`src/logic/uap_map.svh`:
```
/*
 * Register offsets, field positions, reset values and timing figures of the
 * auxiliary pin block. Assumes inclusion by bare name from package and RTL.
 */
`ifndef UAP_MAP_SVH
`define UAP_MAP_SVH

// ====================================================================
// Register byte offsets
`define UAP_REG_PIN_SEL 4'h0
`define UAP_REG_CTRL 4'h4
`define UAP_REG_BAUD 4'h8
`define UAP_REG_STATUS 4'hc

// ====================================================================
// Fields
`define UAP_SEL_W 3
`define UAP_SEL_STRIDE 4
`define UAP_CTRL_PD_BIT 0
`define UAP_ST_SUSP_BIT 0
`define UAP_ST_STROBE_BIT 1
`define UAP_ST_TXACT_BIT 2
`define UAP_ST_RXACT_BIT 3
`define UAP_ST_RI_BIT 4

// ====================================================================
// Pin function codes
`define UAP_FN_LINE_EN 3'h0
`define UAP_FN_PWR_EN 3'h1
`define UAP_FN_SLEEP 3'h2
`define UAP_FN_TX_LED 3'h3
`define UAP_FN_RX_LED 3'h4
`define UAP_FN_TXRX_LED 3'h5
`define UAP_FN_CLKOUT 3'h6
`define UAP_FN_OFF 3'h7

// ====================================================================
// Reset values
`define UAP_RST_SEL0 `UAP_FN_TX_LED
`define UAP_RST_SEL1 `UAP_FN_RX_LED
`define UAP_RST_SEL2 `UAP_FN_LINE_EN
`define UAP_RST_SEL3 `UAP_FN_PWR_EN
`define UAP_RST_PD 1'b0
`define UAP_RST_BAUD 16'h015b

// ====================================================================
// Timing
`define UAP_CLK_HZ 40000000
`define UAP_MAX_BAUD 3000000
`define UAP_AUX_CLK_HZ 12000000
`define UAP_LED_STRETCH_MS 50
`define UAP_LED_STRETCH_CYC (`UAP_CLK_HZ / 1000 * `UAP_LED_STRETCH_MS)
`define UAP_MIN_BIT_CYC ((`UAP_CLK_HZ + `UAP_MAX_BAUD - 1) / `UAP_MAX_BAUD)

`endif

```
`src/logic/uap_pkg.sv`:
```
/*
 * Types of the auxiliary pin block.
 * Assumes uap_map.svh is on the include path.
 */
`include "uap_map.svh"

package uap_pkg;

	// ====================================================================
	// Pin functions
	typedef enum logic [2:0] {
		UAP_FN_LINE_EN = `UAP_FN_LINE_EN,
		UAP_FN_PWR_EN = `UAP_FN_PWR_EN,
		UAP_FN_SLEEP = `UAP_FN_SLEEP,
		UAP_FN_TX_LED = `UAP_FN_TX_LED,
		UAP_FN_RX_LED = `UAP_FN_RX_LED,
		UAP_FN_TXRX_LED = `UAP_FN_TXRX_LED,
		UAP_FN_CLKOUT = `UAP_FN_CLKOUT,
		UAP_FN_OFF = `UAP_FN_OFF
	} uap_fn_t;

	// ====================================================================
	// Transmit-enable sequencer
	typedef enum logic [2:0] {
		UAP_ST_IDLE = 3'b001,
		UAP_ST_LEAD = 3'b010,
		UAP_ST_SEND = 3'b100
	} uap_state_t;

endpackage

```
`src/logic/uap_oneshot.sv`:
```
/*
 * Retriggerable one-shot that stretches activity pulses for an LED.
 * Assumes trig is a one-cycle pulse on core_clk.
 */
module uap_oneshot #(
	parameter int CYCLES = 2000000
) (
	// Clock and reset
	input wire logic core_clk,
	input wire logic rst_n,
	// Activity
	input wire logic trig,
	output logic active_r
);

	localparam int CW = $clog2(CYCLES + 1);
	localparam logic [CW-1:0] LOAD = CW'(CYCLES);

	logic [CW-1:0] cnt_r;

	// ====================================================================
	// Stretch counter, restarted by every byte
	always_ff @(posedge core_clk or negedge rst_n) begin
		if (!rst_n) begin
			cnt_r <= '0;
		end else if (trig) begin
			cnt_r <= LOAD;
		end else if (cnt_r != '0) begin
			cnt_r <= cnt_r - CW'(1);
		end
	end

	always_ff @(posedge core_clk or negedge rst_n) begin
		if (!rst_n) begin
			active_r <= 1'b0;
		end else begin
			active_r <= trig || (cnt_r > CW'(1));
		end
	end
endmodule

```
`src/logic/uap_top.sv`:
```
/*
 * Auxiliary pin functions of a USB serial bridge: transmit-enable strobe,
 * suspend indicators, stretched activity LEDs, gated clock output, ring
 * wakeup and handshake lines, with an Avalon-MM register slave.
 * Assumes the serial transmitter, USB engine and bus are on core_clk (40 MHz).
 */
// Function
// - Strobe rises one full bit period before the first character's start bit; later characters of a burst start at the stop bit.
// - Strobe falls at the last character's stop bit; not configurable.
// - Strobe is on only while characters are being sent and for the lead bit before the first one.
// - Default: pin two carries strobe, pin three carries power-enable.
// - Power-enable (active low) is deasserted during suspend.
// - Sleep indicator is low in suspend, high when active.
// - Clock-output pin drives 12 MHz, stopped in suspend.
// - Ring input falling low during suspend raises a one-cycle remote wakeup request.
// - Serial data on TXD/RXD; RTS and CTS give hardware flow control.
// - Any pin may be a transmit, receive or combined activity LED.
// - LED pins float when idle and drive low during activity.
// - Each LED indication is stretched by a digital one-shot.
// - Serial bit rate never exceeds 3 Mbaud.
// - Power-enable high in suspend; optional pull-down of serial lines then.
`include "uap_map.svh"

module uap_top #(
	parameter int LED_STRETCH = `UAP_LED_STRETCH_CYC,
	parameter int PINS = 4
) (
	// Clock and reset
	input wire logic core_clk,
	input wire logic rst_n,
	// Avalon-MM slave
	input wire logic [3:0] avs_address,
	input wire logic avs_read,
	input wire logic avs_write,
	input wire logic [31:0] avs_writedata,
	input wire logic [3:0] avs_byteenable,
	output logic [31:0] avs_readdata,
	output logic avs_waitrequest,
	// USB engine
	input wire logic usb_suspend,
	output logic remote_wakeup,
	// Serial transmitter and receiver
	input wire logic tx_pending,
	input wire logic tx_stop_bit,
	input wire logic tx_serial,
	input wire logic rx_byte_done,
	input wire logic rx_room,
	output logic tx_start,
	output logic [15:0] baud_div,
	output logic rxd_sync,
	output logic cts_ok,
	// Serial pins
	output logic txd_pin,
	input wire logic rxd_pin,
	output logic rts_n_pin,
	input wire logic cts_n_pin,
	input wire logic ri_n_pin,
	// Auxiliary pins
	output logic [PINS-1:0] aux_out,
	output logic [PINS-1:0] aux_oe
);

	localparam logic [15:0] MIN_BIT = 16'(`UAP_MIN_BIT_CYC);
	localparam int CLK_MHZ = `UAP_CLK_HZ / 1000000;
	localparam int STEP_I = 2 * `UAP_AUX_CLK_HZ / 1000000;
	localparam logic [6:0] PH_MOD = 7'(CLK_MHZ);
	localparam logic [6:0] PH_STEP = 7'(STEP_I);
	localparam logic [`UAP_SEL_W-1:0] SEL_RST [4] = '{`UAP_RST_SEL0, `UAP_RST_SEL1,
		`UAP_RST_SEL2, `UAP_RST_SEL3};

	logic wait_r;
	logic [31:0] rdata_r;
	uap_pkg::uap_fn_t sel_r [PINS];
	logic pd_r;
	logic [15:0] baud_r;
	logic [15:0] baud_eff_r;
	uap_pkg::uap_state_t state_r;
	uap_pkg::uap_state_t state_nxt;
	logic [15:0] lead_cnt_r;
	logic [15:0] lead_len_r;
	logic strobe_r;
	logic tx_start_r;
	logic [1:0] rxd_s_r;
	logic [1:0] cts_s_r;
	logic cts_ok_r;
	logic [2:0] ri_s_r;
	logic wake_r;
	logic txd_r;
	logic rts_n_r;
	logic [6:0] ph_r;
	logic [6:0] ph_sum;
	logic clk_r;
	logic [1:0] act;
	logic [1:0] trig;
	logic [PINS-1:0] out_r;
	logic [PINS-1:0] oe_r;
	logic accept;
	logic go_ok;

	// ====================================================================
	// Bus slave: one wait cycle, then a one-cycle answer
	assign accept = (avs_read || avs_write) && !wait_r;

	always_ff @(posedge core_clk or negedge rst_n) begin
		if (!rst_n) begin
			wait_r <= 1'b1;
		end else begin
			wait_r <= !((avs_read || avs_write) && wait_r);
		end
	end

	always_ff @(posedge core_clk or negedge rst_n) begin
		if (!rst_n) begin
			rdata_r <= '0;
		end else if (avs_read && wait_r) begin
			rdata_r <= '0;
			case (avs_address)
				`UAP_REG_PIN_SEL: begin
					for (int i = 0; i < PINS; i++) begin
						rdata_r[i*`UAP_SEL_STRIDE +: `UAP_SEL_W] <= sel_r[i];
					end
				end
				`UAP_REG_CTRL: rdata_r[`UAP_CTRL_PD_BIT] <= pd_r;
				`UAP_REG_BAUD: rdata_r[15:0] <= baud_r;
				`UAP_REG_STATUS: begin
					rdata_r[`UAP_ST_SUSP_BIT] <= usb_suspend;
					rdata_r[`UAP_ST_STROBE_BIT] <= strobe_r;
					rdata_r[`UAP_ST_TXACT_BIT] <= act[0];
					rdata_r[`UAP_ST_RXACT_BIT] <= act[1];
					rdata_r[`UAP_ST_RI_BIT] <= !ri_s_r[1];
				end
				default: rdata_r <= '0;
			endcase
		end
	end

	// Selection fields start from the factory map; software may override
	always_ff @(posedge core_clk or negedge rst_n) begin
		if (!rst_n) begin
			for (int i = 0; i < PINS; i++) begin
				sel_r[i] <= uap_pkg::uap_fn_t'(SEL_RST[i % 4]);
			end
		end else if (accept && avs_write && avs_address == `UAP_REG_PIN_SEL) begin
			for (int i = 0; i < PINS; i++) begin
				if (avs_byteenable[(i*`UAP_SEL_STRIDE)/8]) begin
					sel_r[i] <= uap_pkg::uap_fn_t'(
						avs_writedata[i*`UAP_SEL_STRIDE +: `UAP_SEL_W]);
				end
			end
		end
	end

	always_ff @(posedge core_clk or negedge rst_n) begin
		if (!rst_n) begin
			pd_r <= `UAP_RST_PD;
		end else if (accept && avs_write && avs_address == `UAP_REG_CTRL && avs_byteenable[0]) begin
			pd_r <= avs_writedata[`UAP_CTRL_PD_BIT];
		end
	end

	always_ff @(posedge core_clk or negedge rst_n) begin
		if (!rst_n) begin
			baud_r <= `UAP_RST_BAUD;
		end else if (accept && avs_write && avs_address == `UAP_REG_BAUD) begin
			if (avs_byteenable[0]) begin
				baud_r[7:0] <= avs_writedata[7:0];
			end
			if (avs_byteenable[1]) begin
				baud_r[15:8] <= avs_writedata[15:8];
			end
		end
	end

	// Too short a divisor is raised to the 3 Mbaud floor
	always_ff @(posedge core_clk or negedge rst_n) begin
		if (!rst_n) begin
			baud_eff_r <= `UAP_RST_BAUD;
		end else begin
			baud_eff_r <= (baud_r < MIN_BIT) ? MIN_BIT : baud_r;
		end
	end

	// ====================================================================
	// Pin synchronisers; first stages feed only second stages
	always_ff @(posedge core_clk or negedge rst_n) begin
		if (!rst_n) begin
			rxd_s_r <= 2'h3;
			cts_s_r <= 2'h3;
			ri_s_r <= 3'h7;
			cts_ok_r <= 1'b0;
		end else begin
			rxd_s_r <= {rxd_s_r[0], rxd_pin};
			cts_s_r <= {cts_s_r[0], cts_n_pin};
			ri_s_r <= {ri_s_r[1:0], ri_n_pin};
			cts_ok_r <= !cts_s_r[1];
		end
	end

	// ====================================================================
	// Transmit-enable sequencer
	assign go_ok = tx_pending && !cts_s_r[1] && !usb_suspend;

	always_comb begin
		state_nxt = state_r;
		case (state_r)
			uap_pkg::UAP_ST_IDLE: begin
				if (go_ok) begin
					state_nxt = uap_pkg::UAP_ST_LEAD;
				end
			end
			uap_pkg::UAP_ST_LEAD: begin
				if (lead_cnt_r == 16'h0000) begin
					state_nxt = uap_pkg::UAP_ST_SEND;
				end
			end
			uap_pkg::UAP_ST_SEND: begin
				if (tx_stop_bit && !go_ok) begin
					state_nxt = uap_pkg::UAP_ST_IDLE;
				end
			end
			default: state_nxt = uap_pkg::UAP_ST_IDLE;
		endcase
	end

	always_ff @(posedge core_clk or negedge rst_n) begin
		if (!rst_n) begin
			state_r <= uap_pkg::UAP_ST_IDLE;
		end else begin
			state_r <= state_nxt;
		end
	end

	// Lead count is latched at entry so a divisor write cannot shorten it
	always_ff @(posedge core_clk or negedge rst_n) begin
		if (!rst_n) begin
			lead_cnt_r <= '0;
			lead_len_r <= '0;
		end else if (state_r == uap_pkg::UAP_ST_IDLE) begin
			lead_cnt_r <= baud_eff_r;
			lead_len_r <= baud_eff_r;
		end else if (lead_cnt_r != 16'h0000) begin
			lead_cnt_r <= lead_cnt_r - 16'h0001;
		end
	end

	always_ff @(posedge core_clk or negedge rst_n) begin
		if (!rst_n) begin
			strobe_r <= 1'b0;
			tx_start_r <= 1'b0;
		end else begin
			strobe_r <= state_nxt != uap_pkg::UAP_ST_IDLE;
			tx_start_r <= (state_r == uap_pkg::UAP_ST_LEAD && lead_cnt_r == 16'h0000)
				|| (state_r == uap_pkg::UAP_ST_SEND && tx_stop_bit && go_ok);
		end
	end

	// ====================================================================
	// Serial lines, flow control, wakeup
	always_ff @(posedge core_clk or negedge rst_n) begin
		if (!rst_n) begin
			txd_r <= 1'b1;
			rts_n_r <= 1'b1;
			wake_r <= 1'b0;
		end else begin
			txd_r <= (usb_suspend && pd_r) ? 1'b0 : tx_serial;
			rts_n_r <= (usb_suspend && pd_r) ? 1'b0 : !rx_room;
			wake_r <= usb_suspend && !ri_s_r[1] && ri_s_r[2];
		end
	end

	// ====================================================================
	// Clock output: phase accumulator, so edges carry one-cycle jitter
	assign ph_sum = ph_r + PH_STEP;

	always_ff @(posedge core_clk or negedge rst_n) begin
		if (!rst_n) begin
			ph_r <= '0;
			clk_r <= 1'b0;
		end else if (!usb_suspend) begin
			if (ph_sum >= PH_MOD) begin
				ph_r <= ph_sum - PH_MOD;
				clk_r <= !clk_r;
			end else begin
				ph_r <= ph_sum;
			end
		end
	end

	// ====================================================================
	// Activity one-shots: index 0 transmit, 1 receive
	assign trig = {rx_byte_done, tx_start_r};

	generate
		for (genvar c = 0; c < 2; c++) begin : g_shot
			uap_oneshot #(.CYCLES(LED_STRETCH)) u_shot (
				.core_clk(core_clk),
				.rst_n(rst_n),
				.trig(trig[c]),
				.active_r(act[c])
			);
		end
	endgenerate

	// ====================================================================
	// Pin function multiplexer
	generate
		for (genvar p = 0; p < PINS; p++) begin : g_pin
			always_ff @(posedge core_clk or negedge rst_n) begin
				if (!rst_n) begin
					out_r[p] <= 1'b0;
					oe_r[p] <= 1'b0;
				end else begin
					out_r[p] <= 1'b0;
					oe_r[p] <= 1'b1;
					case (sel_r[p])
						uap_pkg::UAP_FN_LINE_EN: out_r[p] <= strobe_r;
						uap_pkg::UAP_FN_PWR_EN: out_r[p] <= usb_suspend;
						uap_pkg::UAP_FN_SLEEP: out_r[p] <= !usb_suspend;
						uap_pkg::UAP_FN_TX_LED: oe_r[p] <= act[0];
						uap_pkg::UAP_FN_RX_LED: oe_r[p] <= act[1];
						uap_pkg::UAP_FN_TXRX_LED: oe_r[p] <= act[0] || act[1];
						uap_pkg::UAP_FN_CLKOUT: out_r[p] <= clk_r;
						default: oe_r[p] <= 1'b0;
					endcase
				end
			end

		end
	endgenerate

	// ====================================================================
	// Outputs
	assign avs_readdata = rdata_r;
	assign avs_waitrequest = wait_r;
	assign remote_wakeup = wake_r;
	assign tx_start = tx_start_r;
	assign baud_div = baud_eff_r;
	assign rxd_sync = rxd_s_r[1];
	assign cts_ok = cts_ok_r;
	assign txd_pin = txd_r;
	assign rts_n_pin = rts_n_r;
	assign aux_out = out_r;
	assign aux_oe = oe_r;

	// ====================================================================
	// Checks
	logic [15:0] hold_cnt_r;

	always_ff @(posedge core_clk or negedge rst_n) begin
		if (!rst_n) begin
			hold_cnt_r <= '0;
		end else begin
			hold_cnt_r <= strobe_r ? hold_cnt_r + 16'h0001 : 16'h0000;
		end
	end
endmodule

```
`config.mk`:
```
export PLATFORM = sky130hd
export DESIGN_NAME = uap_top
export DESIGN_NICKNAME = d
export VERILOG_FILES = /design/src/logic/uap_pkg.sv /design/src/logic/uap_oneshot.sv /design/src/logic/uap_top.sv
export VERILOG_INCLUDE_DIRS = /design/src /design/src/logic
export SDC_FILE = /design/constraint.sdc
export NUM_CORES = 1
export LEC_CHECK = 0
export ABC_CLOCK_PERIOD_IN_PS = 2300
export CAP_MARGIN = 0
export CELL_PAD_IN_SITES_DETAIL_PLACEMENT = 1
export CELL_PAD_IN_SITES_GLOBAL_PLACEMENT = 1
export CORE_ASPECT_RATIO = 1.1
export CORE_MARGIN = 2
export CORE_UTILIZATION = 45
export DETAILED_ROUTE_END_ITERATION = 6
export DONT_BUFFER_PORTS = 1
export GPL_ROUTABILITY_DRIVEN = 0
export PLACE_DENSITY = 0.79
export SKIP_CTS_REPAIR_TIMING = 1
export SLEW_MARGIN = 20
export SYNTH_ARGS = -nofsm -noshare
export SYNTH_HDL_FRONTEND = slang
export SYNTH_SLANG_ARGS = --single-unit
```
`constraint.sdc`:
```
create_clock -name core_clk -period 2.3 [get_ports core_clk]
set_clock_uncertainty 0.15 [all_clocks]
set_input_delay 0.46 -clock core_clk [delete_from_list [all_inputs] [get_ports core_clk]]
set_output_delay 0.46 -clock core_clk [all_outputs]
set_load 0.005 [all_outputs]
```
==> results.toml <==
[outcome]
status = "finished, violations left"
violations = "negative hold slack"

[clock_tree]
clock-sinks = 151
cts_made_buffers = 17
cts.path.max_buffers = 2
htreeDepth = 4
cts_root_buf = "clkbuf_16"
clkTransAtPathRegs_ns = 0.07
clock_latency_ns = 0.43
cts_tree = "yes"

[route]
drt_pre_antenna_iters = 6
drt_iter0_drc = 308
wl_per_cell_microns = 21.2
vias = 5791
routed_wl_microns = 20300
drc = 0
avgViaCountPerCell = 6.05
ant_nets = 0

[yosys]
yosysTopAreaCell = "dfrtp_1"
yosysWarnings = 0
syn_avg_cell_area_sq_um = 10.5
synth-seq-area-share_pct = 50.4
synth_seq_cells = 151
synthTopCellsByArea = "dfrtp_1 41%, dfstp_2 9.4%, mux2_2 4.6%"
yosysTopAreaCellShare_pct = 41.1
syn_inst = 720
synthesis.area_sq_mm = 0.00756
ys.flop_type = "dfrtp_1"
synth_enable_flop_cells = 0
synthDistinctLibCells = 73
async_flop_share_pct = 100

[worst_setup_path]
critPathLaunch = "g_shot[0].u_shot.cnt_r[0]"
critPathKind = "reg2reg"
critPathRequiredTime_ns = 2.47
r2r_end = "g_shot[0].u_shot.cnt_r[9]"
end_kind = "register"
worst_r2r_path_depth = 8
crit_fanout = 4
r2r_start = "g_shot[0].u_shot.cnt_r[0]"
endpoint = "g_shot[0].u_shot.cnt_r[9]"
arrival_ns = 2.42
r2r_slack_ns = 0.05
cp-start-kind = "register"

[timing]
final_max_slew_viol_count = 0
fmax_mhz = 444
tightest_slew_ns = 1.03
period_minus_slack_ns = 2.25
period_share_pct = 97.9
whs_ns = -0.429
fin_ws_ns = 0.0482
hold_violations = 151
relSlewSlack_pct = 31.0
setup_violations = 0

[finish]
fill_cells = 1749
final_layout_size_suffix_gt1_share_pct = 20.1
layout.nets = 805
antenna_cells = 0
multiInputGateArea_sq_mm = 0.00347
fin_util_pct = 52.5
seq_area_sq_mm = 0.00381
finalNonFillerCells = 957
syn2layout_area_growth_pct = 13.6

[global_routing]
grt_max_degree = 152
grt_overflow = 0
grt_pass1_wl_microns = 32900
grt_pass1_vias = 6224
antenna_found_initial = 0
track_usage_pct = 23.2

[floorplan]
floorplan.io_pins = 116
initial_core_util_pct = 46.2
core_sq_mm = 0.0164
die_height_microns = 140
die_area_sq_mm = 0.0178
placementRows = 49
die_w_microns = 128

[hold_path]
hold_class = "in2async"

[pwr]
p_leak_nw = 3.60
power.density_mw_per_mm2 = 979
vdd_ir_drop_max_uv = 594

[placed_design]
dp.cells = 909
post-place-ws_ns = 0.0146
dpl.hpwl_microns = 13900
port_buffers = 0

[flow_run]
max_cap_viol_count = 0
power breakdown:
part	internal, mW	switching [mW]
Clock	1.74	1.21
Combinational	0.856	1.00
Sequential	3.09	0.500
Total	5.69	2.71
metal layers:
metal	share of wire (%)	GRT usage (%)	vias up
met4	1.6	7.11	0
met1	40	28.1	3004
met2	54	41.2	117
li1	-	-	2637
met5	0	0	-
met3	4.2	4.85	33
kinds of logic after synthesis:
group / Yosys count / share of synthesized area, %
fa+ha+maj: 12 / 1.99
other cells: 1 / 0.0496
compound gates: 139 / 12.2
simple gates: 273 / 20.7
flops: 151 / 50.4
buf+inv: 74 / 4.67
xor+xnor: 10 / 1.16
mux: 60 / 8.81
registers in the layout, indices dropped and copies added, names as in the netlist, 2 cells and up:
name	count
avs_readdata	16
ri_s_r	3
sel_r	12
ph_r	4
aux_out	4
rxd_s_r	2
g_shot.u_shot.cnt_r	42
g_shot.u_shot.active_r	2
state_r	3
baud_div	16
lead_cnt_r	16
aux_oe	4
baud_r	16
cts_s_r	2
cell usage in the layout, fill, tap and decap left out, types with 4 or more instances in the layout:
cell type / n
a21oi_1: 33
mux2_2: 31
xor2_1: 6
nand2b_1: 9
dlygate4sd3_1: 11
dfstp_2: 27
nor2_1: 60
o21ai_0: 31
nor2b_1: 24
o41ai_1: 5
inv_6: 5
nand4b_1: 5
or3_1: 10
or4_1: 13
buf_4: 34
dfrtp_1: 124
and3_1: 6
nand3_1: 20
xnor2_1: 4
mux2_1: 11
a22o_1: 5
a211oi_1: 4
a31oi_1: 6
conb_1: 16
a22oi_1: 8
nor4_1: 12
clkbuf_16: 17
nand4_1: 14
ha_1: 11
o31ai_1: 16
nand2_1: 47
nor3_1: 15
inv_1: 12
mux2i_1: 17
through the flow:
stage / power (mW) / setup TNS, ns / area [sq um]
2_1_floorplan: 4.83 / 0 / 7610
3_3_place_gp: 5.22 / 0 / 7800
3_5_place_dp: 5.39 / 0 / 7800
4_1_cts: 8.38 / 0 / 8420
5_1_grt: 8.85 / -0.0361 / 8590
6_report: 8.41 / 0 / 8590
worst max-delay path, stage by stage (launching register included):
cell     delay, ns
dfrtp_1       0.40
inv_2         0.08
ha_2          0.17
or4b_4        0.47
buf_4         0.16
nor4_4        0.31
buf_4         0.18
o31ai_1       0.06
a21oi_1       0.16
Yosys cell counts (all sizes together), types with 16 or more instances:
cell type  count
nor3          18
mux2          42
o21ai         31
mux2i         17
buf           23
a21oi         33
o31ai         16
dfrtp        124
nor2b         24
nor2          60
nand2         47
nand3         20
clkbuf        37
nor4          17
dfstp         27
worst min-delay path by stage:
stage | cells past startpoint | end
2_1_floorplan | 0 | aux_oe[0]
6_report | 0 | lead_cnt_r[5]
5_1_grt | 0 | lead_cnt_r[6]
4_1_cts | 0 | lead_cnt_r[6]
3_5_place_dp | 0 | lead_cnt_r[5]
3_3_place_gp | 0 | lead_cnt_r[5]
layout make-up:
cell class,count,area share [%]
sequential,151,44.4
multi-input combinational,510,40.4
clock buffer,18,5.00
timing repair buffer,46,4.39
tap,204,2.97
clock inverter,14,2.20
inverter,14,0.612
(Power assumes the default switching activity.)
